[config.mk]
export PLATFORM = sky130hd
export DESIGN_NAME = tcs_top
export DESIGN_NICKNAME = d
export VERILOG_FILES = /design/src/pkg/tcs_pkg.sv /design/src/hw/tcs_top.sv
export SDC_FILE = /design/constraint.sdc
export NUM_CORES = 1
export LEC_CHECK = 0
export BUFFER_PORTS_ARGS = -buffer_cell sky130_fd_sc_hd__buf_4
export CAP_MARGIN = 10
export CORE_MARGIN = 1
export CORE_UTILIZATION = 50
export CTS_CLUSTER_SIZE = 24
export DETAILED_ROUTE_END_ITERATION = 12
export PLACE_DENSITY = 0.81
export SLEW_MARGIN = 10
export SYNTH_ARGS = -nofsm -noshare
export SYNTH_HDL_FRONTEND = slang
export SYNTH_SLANG_ARGS = --single-unit
[constraint.sdc]
create_clock -name core_clk -period 2.9 [get_ports core_clk]
set_input_delay 0.29 -clock core_clk [delete_from_list [all_inputs] [get_ports core_clk]]
set_output_delay 0.29 -clock core_clk [all_outputs]
set_load 0.005 [all_outputs]
[src/pkg/tcs_pkg.sv]
package tcs_pkg;
  localparam logic [3:0]  REG_CFG      = 4'h0;
  localparam logic [3:0]  REG_BASE     = 4'h4;
  localparam logic [3:0]  REG_STAT     = 4'h8;
  localparam logic [3:0]  REG_PTR      = 4'hC;
  localparam logic [31:0] CFG_RST      = 32'h0000_0008;
  localparam int          CFG_BUF_LO   = 0;
  localparam int          CFG_PRI_LO   = 8;
  localparam int          CFG_MAC_LO   = 16;
  localparam int          STAT_TXEN    = 16;
  localparam int          STAT_BUSY    = 17;
  localparam logic [15:0] CMD_CODE     = 16'h0004;
  localparam logic [31:0] OFS_CODE     = 32'h0000_0000;
  localparam logic [31:0] OFS_WORD     = 32'h0000_0002;
  localparam logic [31:0] OFS_PHI      = 32'h0000_0004;
  localparam logic [31:0] OFS_PLO      = 32'h0000_0006;
  localparam int          B_CMD        = 0;
  localparam int          B_FRM        = 1;
  localparam int          B_ERR        = 2;
  localparam int          B_SIZE       = 8;
  localparam int          B_BUFS       = 9;
  localparam int          B_ODD        = 10;
  localparam int          B_START      = 11;
  localparam int          B_PRI        = 12;
  localparam int          B_MAC        = 13;
  localparam int          B_FMT        = 14;
  localparam logic [15:0] RSV_MASK     = 16'h80F8;
  localparam logic [15:0] MIN_HDR      = 16'h000F;
  localparam logic [3:0]  ATTN_MAX     = 4'h1;
  localparam logic [15:0] W_CMD_DONE   = 16'h0001;
  localparam logic [15:0] W_FRM_DONE   = 16'h0002;

  typedef enum logic [2:0] {
    TCS_IDLE = 3'b000,
    TCS_CODE = 3'b001,
    TCS_WORD = 3'b010,
    TCS_PHI  = 3'b011,
    TCS_PLO  = 3'b100
  } tcs_state_t;
endpackage : tcs_pkg

[src/hw/tcs_top.sv]
// Decided for this implementation: the Wishbone interface to the registers and the register addresses.
module tcs_top (
  input  wire logic        core_clk,
  input  wire logic        sys_rst,
  input  wire logic        wb_cyc_i,
  input  wire logic        wb_stb_i,
  input  wire logic        wb_we_i,
  input  wire logic [3:0]  wb_adr_i,
  input  wire logic [3:0]  wb_sel_i,
  input  wire logic [31:0] wb_dat_i,
  output logic      [31:0] wb_dat_o,
  output logic             wb_ack_o,
  input  wire logic        cmd_start,
  input  wire logic        halt_req,
  input  wire logic        frame_sent,
  input  wire logic        frame_notify,
  input  wire logic [31:0] frame_last_list,
  input  wire logic        chain_end,
  input  wire logic [31:0] chain_last_list,
  input  wire logic        chk_valid,
  input  wire logic [31:0] chk_first_list,
  input  wire logic [15:0] chk_frame_len,
  input  wire logic [15:0] chk_byte_sum,
  input  wire logic [15:0] chk_route_len,
  input  wire logic [7:0]  chk_buf_count,
  input  wire logic        chk_odd_fwd,
  input  wire logic        chk_start_bad,
  input  wire logic [2:0]  chk_priority,
  input  wire logic        chk_is_mac,
  input  wire logic [3:0]  chk_src_class,
  input  wire logic [3:0]  chk_attn,
  input  wire logic [7:0]  chk_fc,
  output logic             mem_req,
  output logic      [31:0] mem_addr,
  output logic      [15:0] mem_data,
  input  wire logic        mem_ack,
  output logic             host_irq,
  output logic             tx_enable,
  output logic             keep_ctrl_word
);
  typedef struct packed {
    tcs_pkg::tcs_state_t st;
    logic                wb_ack;
    logic [31:0]         wb_dat;
    logic [31:0]         cfg;
    logic [31:0]         base;
    logic                tx_en;
    logic                sent_any;
    logic                frm_pend;
    logic [31:0]         frm_ptr;
    logic                done_pend;
    logic [31:0]         done_ptr;
    logic                err_pend;
    logic [15:0]         err_word;
    logic [31:0]         err_ptr;
    logic [15:0]         cur_word;
    logic [31:0]         cur_ptr;
    logic [15:0]         last_word;
    logic [31:0]         last_ptr;
    logic                mem_req;
    logic [31:0]         mem_addr;
    logic [15:0]         mem_data;
    logic                irq;
    logic                keep;
  } tcs_regs_t;

  tcs_regs_t q;
  tcs_regs_t d;

  function automatic logic [1:0] reg_idx(input logic [3:0] a);
    reg_idx = a[3:2];
  endfunction : reg_idx

  function automatic logic [15:0] err_cause(
    input logic [31:0] cfg,
    input logic [15:0] len,
    input logic [15:0] sum,
    input logic [15:0] rlen,
    input logic [7:0]  bufs,
    input logic        odd,
    input logic        sbad,
    input logic [2:0]  pri,
    input logic        mac,
    input logic [3:0]  cls,
    input logic [3:0]  attn,
    input logic [7:0]  fc
  );
    logic [15:0] w;
    logic [15:0] minl;
    w    = 16'h0000;
    minl = tcs_pkg::MIN_HDR + rlen;
    w[tcs_pkg::B_SIZE]  = (len != sum) || (len == 16'h0000) || (len < minl);
    w[tcs_pkg::B_BUFS]  = bufs > cfg[tcs_pkg::CFG_BUF_LO +: 8];
    w[tcs_pkg::B_ODD]   = odd;
    w[tcs_pkg::B_START] = sbad;
    w[tcs_pkg::B_PRI]   = pri > cfg[tcs_pkg::CFG_PRI_LO +: 3];
    w[tcs_pkg::B_MAC]   = mac && (!cfg[tcs_pkg::CFG_MAC_LO + cls]
                          || cls == 4'h0 || attn > tcs_pkg::ATTN_MAX);
    w[tcs_pkg::B_FMT]   = fc[0];
    w[tcs_pkg::B_ERR]   = |w[tcs_pkg::B_MAC:tcs_pkg::B_SIZE];
    err_cause = w;
  endfunction : err_cause

  logic        wb_hit;
  logic        wb_wr;
  logic [15:0] chk_word;

  always_comb begin
    wb_hit   = wb_cyc_i && wb_stb_i && !q.wb_ack;
    // write lands on the ack edge, the master still holds the request there
    wb_wr    = wb_cyc_i && wb_stb_i && wb_we_i && q.wb_ack && (&wb_sel_i);
    chk_word = err_cause(q.cfg, chk_frame_len, chk_byte_sum, chk_route_len, chk_buf_count, chk_odd_fwd,
                         chk_start_bad, chk_priority, chk_is_mac, chk_src_class, chk_attn, chk_fc);
    d        = q;
    d.wb_ack = wb_hit;
    d.irq    = 1'b0;
    if (wb_wr) begin
      unique case (reg_idx(wb_adr_i))
        reg_idx(tcs_pkg::REG_CFG):  d.cfg  = wb_dat_i;
        reg_idx(tcs_pkg::REG_BASE): d.base = wb_dat_i;
        default: ;
      endcase
    end
    unique case (reg_idx(wb_adr_i))
      reg_idx(tcs_pkg::REG_CFG):  d.wb_dat = q.cfg;
      reg_idx(tcs_pkg::REG_BASE): d.wb_dat = q.base;
      reg_idx(tcs_pkg::REG_STAT): d.wb_dat = {14'h0000, q.st != tcs_pkg::TCS_IDLE, q.tx_en, q.last_word};
      default:                    d.wb_dat = q.last_ptr;
    endcase
    // pick next report; frame status drains before error or done
    unique case (q.st)
      tcs_pkg::TCS_IDLE: begin
        if (q.frm_pend) begin
          d.cur_word = tcs_pkg::W_FRM_DONE;
          d.cur_ptr  = q.frm_ptr;
          d.frm_pend = 1'b0;
        end else if (q.err_pend) begin
          d.cur_word = q.err_word;
          d.cur_ptr  = q.err_ptr;
          d.err_pend = 1'b0;
        end else if (q.done_pend) begin
          d.cur_word = tcs_pkg::W_CMD_DONE;
          d.cur_ptr  = q.done_ptr;
          d.done_pend = 1'b0;
        end
        if (q.frm_pend || q.err_pend || q.done_pend) begin
          d.st       = tcs_pkg::TCS_CODE;
          d.mem_req  = 1'b1;
          d.mem_addr = q.base + tcs_pkg::OFS_CODE;
          d.mem_data = tcs_pkg::CMD_CODE;
        end
      end
      tcs_pkg::TCS_CODE: begin
        if (mem_ack) begin
          d.st       = tcs_pkg::TCS_WORD;
          d.mem_addr = q.base + tcs_pkg::OFS_WORD;
          d.mem_data = q.cur_word & ~tcs_pkg::RSV_MASK;
        end
      end
      tcs_pkg::TCS_WORD: begin
        if (mem_ack) begin
          d.st       = tcs_pkg::TCS_PHI;
          d.mem_addr = q.base + tcs_pkg::OFS_PHI;
          d.mem_data = q.cur_ptr[31:16];
        end
      end
      tcs_pkg::TCS_PHI: begin
        if (mem_ack) begin
          d.st       = tcs_pkg::TCS_PLO;
          d.mem_addr = q.base + tcs_pkg::OFS_PLO;
          d.mem_data = q.cur_ptr[15:0];
        end
      end
      tcs_pkg::TCS_PLO: begin
        if (mem_ack) begin
          // irq only after the last word landed, host never sees a stale block
          d.st        = tcs_pkg::TCS_IDLE;
          d.mem_req   = 1'b0;
          d.irq       = 1'b1;
          d.last_word = q.cur_word & ~tcs_pkg::RSV_MASK;
          d.last_ptr  = q.cur_ptr;
        end
      end
      default: begin
        d.st      = tcs_pkg::TCS_IDLE;
        d.mem_req = 1'b0;
      end
    endcase
    // events after the pick: a set in the same cycle survives the clear
    if (cmd_start) begin
      d.tx_en    = 1'b1;
      d.sent_any = 1'b0;
      d.keep     = 1'b0;
    end
    if (frame_sent && q.tx_en) begin
      d.sent_any = 1'b1;
      d.frm_ptr  = frame_last_list;
      if (frame_notify) begin
        d.frm_pend = 1'b1;
      end
    end
    if (chk_valid && q.tx_en && (chk_word[tcs_pkg::B_ERR] || chk_word[tcs_pkg::B_FMT])) begin
      d.err_pend = 1'b1;
      d.err_word = chk_word;
      d.err_ptr  = chk_first_list;
      d.tx_en    = 1'b0;
      d.keep     = 1'b1;
    end else if (chain_end && q.tx_en) begin
      d.done_pend = 1'b1;
      d.done_ptr  = chain_last_list;
      d.tx_en     = 1'b0;
    end else if (halt_req && q.tx_en) begin
      d.done_pend = 1'b1;
      d.done_ptr  = q.sent_any ? q.frm_ptr : 32'h0000_0000;
      d.tx_en     = 1'b0;
    end
  end

  always_ff @(posedge core_clk) begin
    if (sys_rst) begin
      q          <= '0;
      q.st       <= tcs_pkg::TCS_IDLE;
      q.cfg      <= tcs_pkg::CFG_RST;
    end else begin
      q <= d;
    end
  end

  assign wb_dat_o       = q.wb_dat;
  assign wb_ack_o       = q.wb_ack;
  assign mem_req        = q.mem_req;
  assign mem_addr       = q.mem_addr;
  assign mem_data       = q.mem_data;
  assign host_irq       = q.irq;
  assign tx_enable      = q.tx_en;
  assign keep_ctrl_word = q.keep;
endmodule : tcs_top

; ---- Yosys cells after proc, flatten, opt, wreduce, memory -nomap -nowiden
; Cells that the tools add are included.
[word_totals]
regBits = 349
wordCells = 130
[op_classes]
n_addsub = 5
magnitude_cmp = 5
eq_ne = 13
muxes = 36
n_bitwise = 3
reduce_logical = 45
[op_table]
columns = cell, count
row1 = $pmux 48 s4, 1
row2 = $mux 48, 3
row3 = $mux 47, 3
row4 = $mux 33, 3
row5 = $mux 49, 2
row6 = $pmux 32 s3, 1
row7 = $add 32x3->32 const B, 2
row8 = $mux 34, 1
row9 = $add 32x2->32 const B, 1
row10 = $mux 32, 1
row11 = $add 4x16->16 const A, 1
row12 = $logic_not 16->1, 1
row13 = $lt 16x16->1, 1
row14 = $ne 16x16->1, 1
row15 = $mux 3, 5
row16 = $pmux 3 s5, 1
row17 = $mux 1, 13
row18 = $reduce_and 2->1, 6
row19 = $logic_and 1x1->1, 11
row20 = $ne 2x2->1 const B, 5
row21 = $reduce_and 5->1, 2
row22 = $gt 8x8->1, 1
row23 = $reduce_bool 2->1, 4
row24 = $logic_or 1x1->1, 7
row25 = 25 further kinds, 30

; ---- Depth between registers and ports, before layout
[depth]
ltp_word = 12
mapped_depth = 14
mapped_depth_nobuf = 13

; ---- Worst setup path after synthesis
; Ideal clock, no wire load.
[synth_path]
kind = in2reg
from = input port chk_route_len[0]
to = register q[162] (netlist bit)
setup_ns = 0.123
arrival_ns = 2.801
required_ns = 2.777
slack_ns = -0.024
stages = 14
path_buffers = 1
cell_sequence = inv_1 -> ha_1 -> nor3b_1 -> nand3b_1 -> nor2_1 -> xnor2_1 -> ha_1 -> nand4_1 -> a311oi_1 -> a21oi_1 -> a211o_1 -> nor3_1 -> buf_2 -> o21ai_1
[synth_between]
elab_chain_len = 6
[synth_lines]
columns = item, line
row1 = start: declaration, tcs_top.sv:24  ; input wire logic [15:0] chk_route_len,
row2 = $add 4x16->16, tcs_top.sv:91  ; minl = tcs_pkg::MIN_HDR + rlen;
row3 = $lt 16x16->1, tcs_top.sv:92  ; w[tcs_pkg::B_SIZE] = (len != sum) || (len == 16'h0000) || (len < minl);
row4 = $logic_or 1x1->1, tcs_top.sv:92
row5 = $reduce_or 6->1, tcs_top.sv:100  ; w[tcs_pkg::B_ERR] = |w[tcs_pkg::B_MAC:tcs_pkg::B_SIZE];
row6 = $logic_or 1x1->1, tcs_top.sv:202  ; if (chk_valid && q.tx_en && (chk_word[tcs_pkg::B_ERR] || chk_word[tcs_pkg::B_FMT])) begin
row7 = $logic_and 1x1->1, tcs_top.sv:202
row8 = end: declaration, tcs_top.sv:67  ; tcs_regs_t q;
; Every way passes these cells.
; A chain may end at the register's enable or synchronous reset.

; ---- Final worst setup path
[layout_path]
from = input port chk_route_len[0]
to = register q[173] (netlist bit)
; Same word-level chain as after synthesis.

==> flow_summary_export.csv <==
group,metric,value,unit
global_routing,grt_usage,29.9,%
floorplan,die_area,36100,sq um
setup_path,max_stage_delay,0.29,ns
floorplan,start_util,50.9,%
layout,final_area,21300,sq um
layout,final_nets,2601,
outcome,status,"finished, final reports clean",
setup_path,slowest_stage,"ha_1",
yosys,synth_edf_count,0,
layout,diodes,0,
sta,layout_setup_ws,0.190,ns
yosys,yosysWarningCount,0,
yosys,synth_top_family_by_area,"simple AND/OR/NAND/NOR gates",
power,power_density,564,nW/um^2
clock_tree,path_clk_slew,0.06,ns
setup_path,worst_path_most_repeated_cell,"buf_4",
setup_path,cp_cell_sequence,"buf_4 > inv_1 > ha_1 > nor3b_4 > nand3b_1 > buf_4 > xor2_1 > ha_1 > nand2_1 > o21a_1 > o211a_1 > buf_4 > a211oi_4 > buf_12 > buf_12 > a41oi_1 > o21ai_1",
sta,max_freq,0.369,GHz
setup_path,end_kind,"flop",
place,dp_hpwl,39200,um
yosys,yosys_most_used_dff,"dfxtp_1",
place,place_congestion,0.936,
setup_path,cp_num_buf_inv,6,
setup_path,cp.arrival,3.14,ns
sta,fin_worst_skew,0.0284,ns
global_routing,grt_max_degree,233,
setup_path,cp-endpoint,"q[173]",
route,routed_via_density,6.03,
floorplan,fp.coreArea,34700,sq um
floorplan,rows,68,
floorplan,die_h,190,um
sta,fin_crit,2.71,ns
yosys,postSynthCellCount,2200,
floorplan,die_w,190,um
yosys,syn_area,17700,sq um
yosys,netlist-cell-type-count,67,
yosys,syn_area_per_cell,8.04,sq um
setup_path,crit_fanout,18,
clock_tree,cts_root_buf,"clkbuf_16",
global_routing,antenna_found_initial,0,
sta,slew_headroom,25.7,%
sta,rsz0062_at_grt,"false",
setup_path,r2r_slack,0.28,ns
clock_tree,cts.path.max_buffers,3,
power,leakage,8.38,nW
sta,report.final.setup_viol,0,
yosys,yosysMostFrequentCell,"nand2_1",
clock_tree,clk_latency,0.53,ns
floorplan,io_pins,311,
yosys,seq_area_frac_synth,38.9,%
yosys,synth_top_area_share,38.9,%
sta,slew_violations,0,
setup_path,r2r_cells,9,
sta,finalHoldViolations,0,
setup_path,r2r-end,"mem_addr[12]",
global_routing,grt_overflow_total,0,
route,drtPass1Iterations,5,
yosys,synth.largest_area_cell,"dfxtp_1",
power,ir_worst_vdd,460,uV
route,drtIter0Drc,2086,
yosys,synthArstFlopShare,0,%
clock_tree,cts_buffers,36,
route,drt-total-wl,55800,um
hold_path,min_path_type,"input port to flop",
place,pre_cts_ws,-0.379,ns
yosys,yosys.area_share.simple,21.8,%
clock_tree,htreeDepth,2,
yosys,synth_compound_area_share,19.2,%
place,place_area,19800,sq um
layout,n_fill_cell,2921,
layout,drive_gt1_share,21.1,%
yosys,synthTopCellsByCount,"nand2_1, dfxtp_1, nor2_1, a21oi_1, clkbuf_1",
setup_path,required,3.33,ns
route,wire_per_inst,19.8,um
yosys,synth_nets,2456,
yosys,ys_ff_latch,344,
sta,tightest_slew,1.11,ns
layout,synthToLayoutAreaGrowth,20.2,%
sta,hold_slack,0.00843,ns
yosys,synthXorXnorAreaFrac,2.77,%
setup_path,crit_family,"compound AO/OA/AOI/OAI gates",
setup_path,cp.depth,17,
route,vias,17000,
flow_run,drv_cap,0,
yosys,synthTopCellsByArea,"dfxtp_1, nand2_1, a21oi_1",
yosys,yosys.area_share.adder,2.16,%
clock_tree,cts_tree,"yes",
yosys,synth.area.mux_share,6.91,%
setup_path,critPathKind,"input port to flop",
clock_tree,cts_sinks,344,
setup_path,timing.rr.start,"q[363]",
setup_path,start_kind,"input port",
route,remaining_drc_errors,0,
route,ant_nets,0,
global_routing,grt_pass1_wl,86000,um
sta,fin_crit_sh,93.4,%
place,io_buffers,300,
global_routing,grt_pass1_vias,15800,
setup_path,startpoint,"chk_route_len[0]",
[worst register-to-register path, delay by kind of cell, from the launching register on]
family | cells | cell delay [ns]
fa+ha+maj | 1 | 0.30
xor+xnor | 1 | 0.08
compound gates | 3 | 0.61
flops | 1 | 0.32
simple gates | 4 | 1.18
[registers in the layout (all words and copies together), names as in the netlist]
| name | cells |
|---|---|
| mem_data | 16 |
| host_irq | 1 |
| keep_ctrl_word | 1 |
| wb_ack_o | 1 |
| wb_dat_o | 32 |
| tx_enable | 1 |
| q | 259 |
| mem_addr | 32 |
| mem_req | 1 |
[where the power goes]
group | total, mW | switching [mW] | internal [mW] | leakage (nW)
Combinational | 1.89 | 1.08 | 0.811 | 4.98
Sequential | 5.12 | 0.178 | 4.94 | 2.78
Clock | 4.99 | 1.95 | 3.03 | 0.611
Total | 12.0 | 3.21 | 8.79 | 8.38
[logic make-up after synthesis]
| logic type | Yosys count |
|---|---|
| XOR/XNOR | 56 |
| buffers and inverters | 291 |
| multiplexers | 104 |
| AND/OR/NAND/NOR | 863 |
| flip-flops | 344 |
| adder cells (fa/ha/maj) | 30 |
| AO/OA/AOI/OAI | 512 |
[cell usage in the layout (no fill, tap or decap), types with 19 or more instances in the layout]
master,netlist,routed
and3_1,80,78
xor2_1,37,37
a211oi_1,27,26
mux2i_1,79,79
clkbuf_16,0,38
a41oi_2,20,20
o21ai_1,63,61
o21ai_0,50,50
xnor2_1,19,19
nor3_1,29,28
ha_1,29,29
a41oi_1,44,44
nand2_1,357,356
dfxtp_1,344,344
nor2_1,219,217
a22o_1,32,32
buf_4,83,357
a21oi_1,205,204
nand3_1,95,95
nand4_1,21,21
inv_1,23,22
[metal layers]
metal  GRT usage, %  up-vias  part of all wire, %
li1               -     7935                    -
met4           14.0        0                  4.9
met3           4.43      153                  9.3
met1           39.8     7982                   41
met5              0        -                    0
met2           47.4      975                   45
[layout make-up]
type | count | area (sq um) | area share, %
Clock buffer | 46 | 978 | 4.60
Clock inverter | 17 | 298 | 1.40
Inverter | 23 | 88.8 | 0.418
Multi-Input combinational cell | 1565 | 9420 | 44.3
Sequential cell | 344 | 6890 | 32.4
Tap cell | 455 | 569 | 2.68
Timing Repair Buffer | 375 | 3020 | 14.2
[through the flow]
stage	std cells	utilization (%)	total power [mW]	setup TNS (ns)
2_1_floorplan	2200	-	6.34	0
3_3_place_gp	2751	57.2	7.01	-14.95
3_5_place_dp	2751	57.2	7.05	-22.19
4_1_cts	2816	60.9	12.0	0
5_1_grt	2825	61.3	12.4	0
6_report	2825	61.3	12.0	0
[worst min path at each step]
stage / start / to / slack [ns] / cells past startpoint
finish: wb_dat_i[23] / q[287] / 0.008 / 3
global route: frame_last_list[10] / q[239] / 0.02 / 3
CTS: wb_dat_i[23] / q[287] / 0.001 / 3
detailed placement: q[60] / q[60] / 0.44 / 2
global placement: q[312] / q[312] / 0.44 / 2
floorplan: mem_ack / q[361] / 0.41 / 1
[repair_timing]
item / CTS / global route
hold buffers: 2 / 0
endpoints found under the setup margin: 0 / 64
hold endpoints to repair: 2 / 0
setup buffers: 0 / 7
resized for setup: 0 / 4
Power figures use the tool's default switching activity.
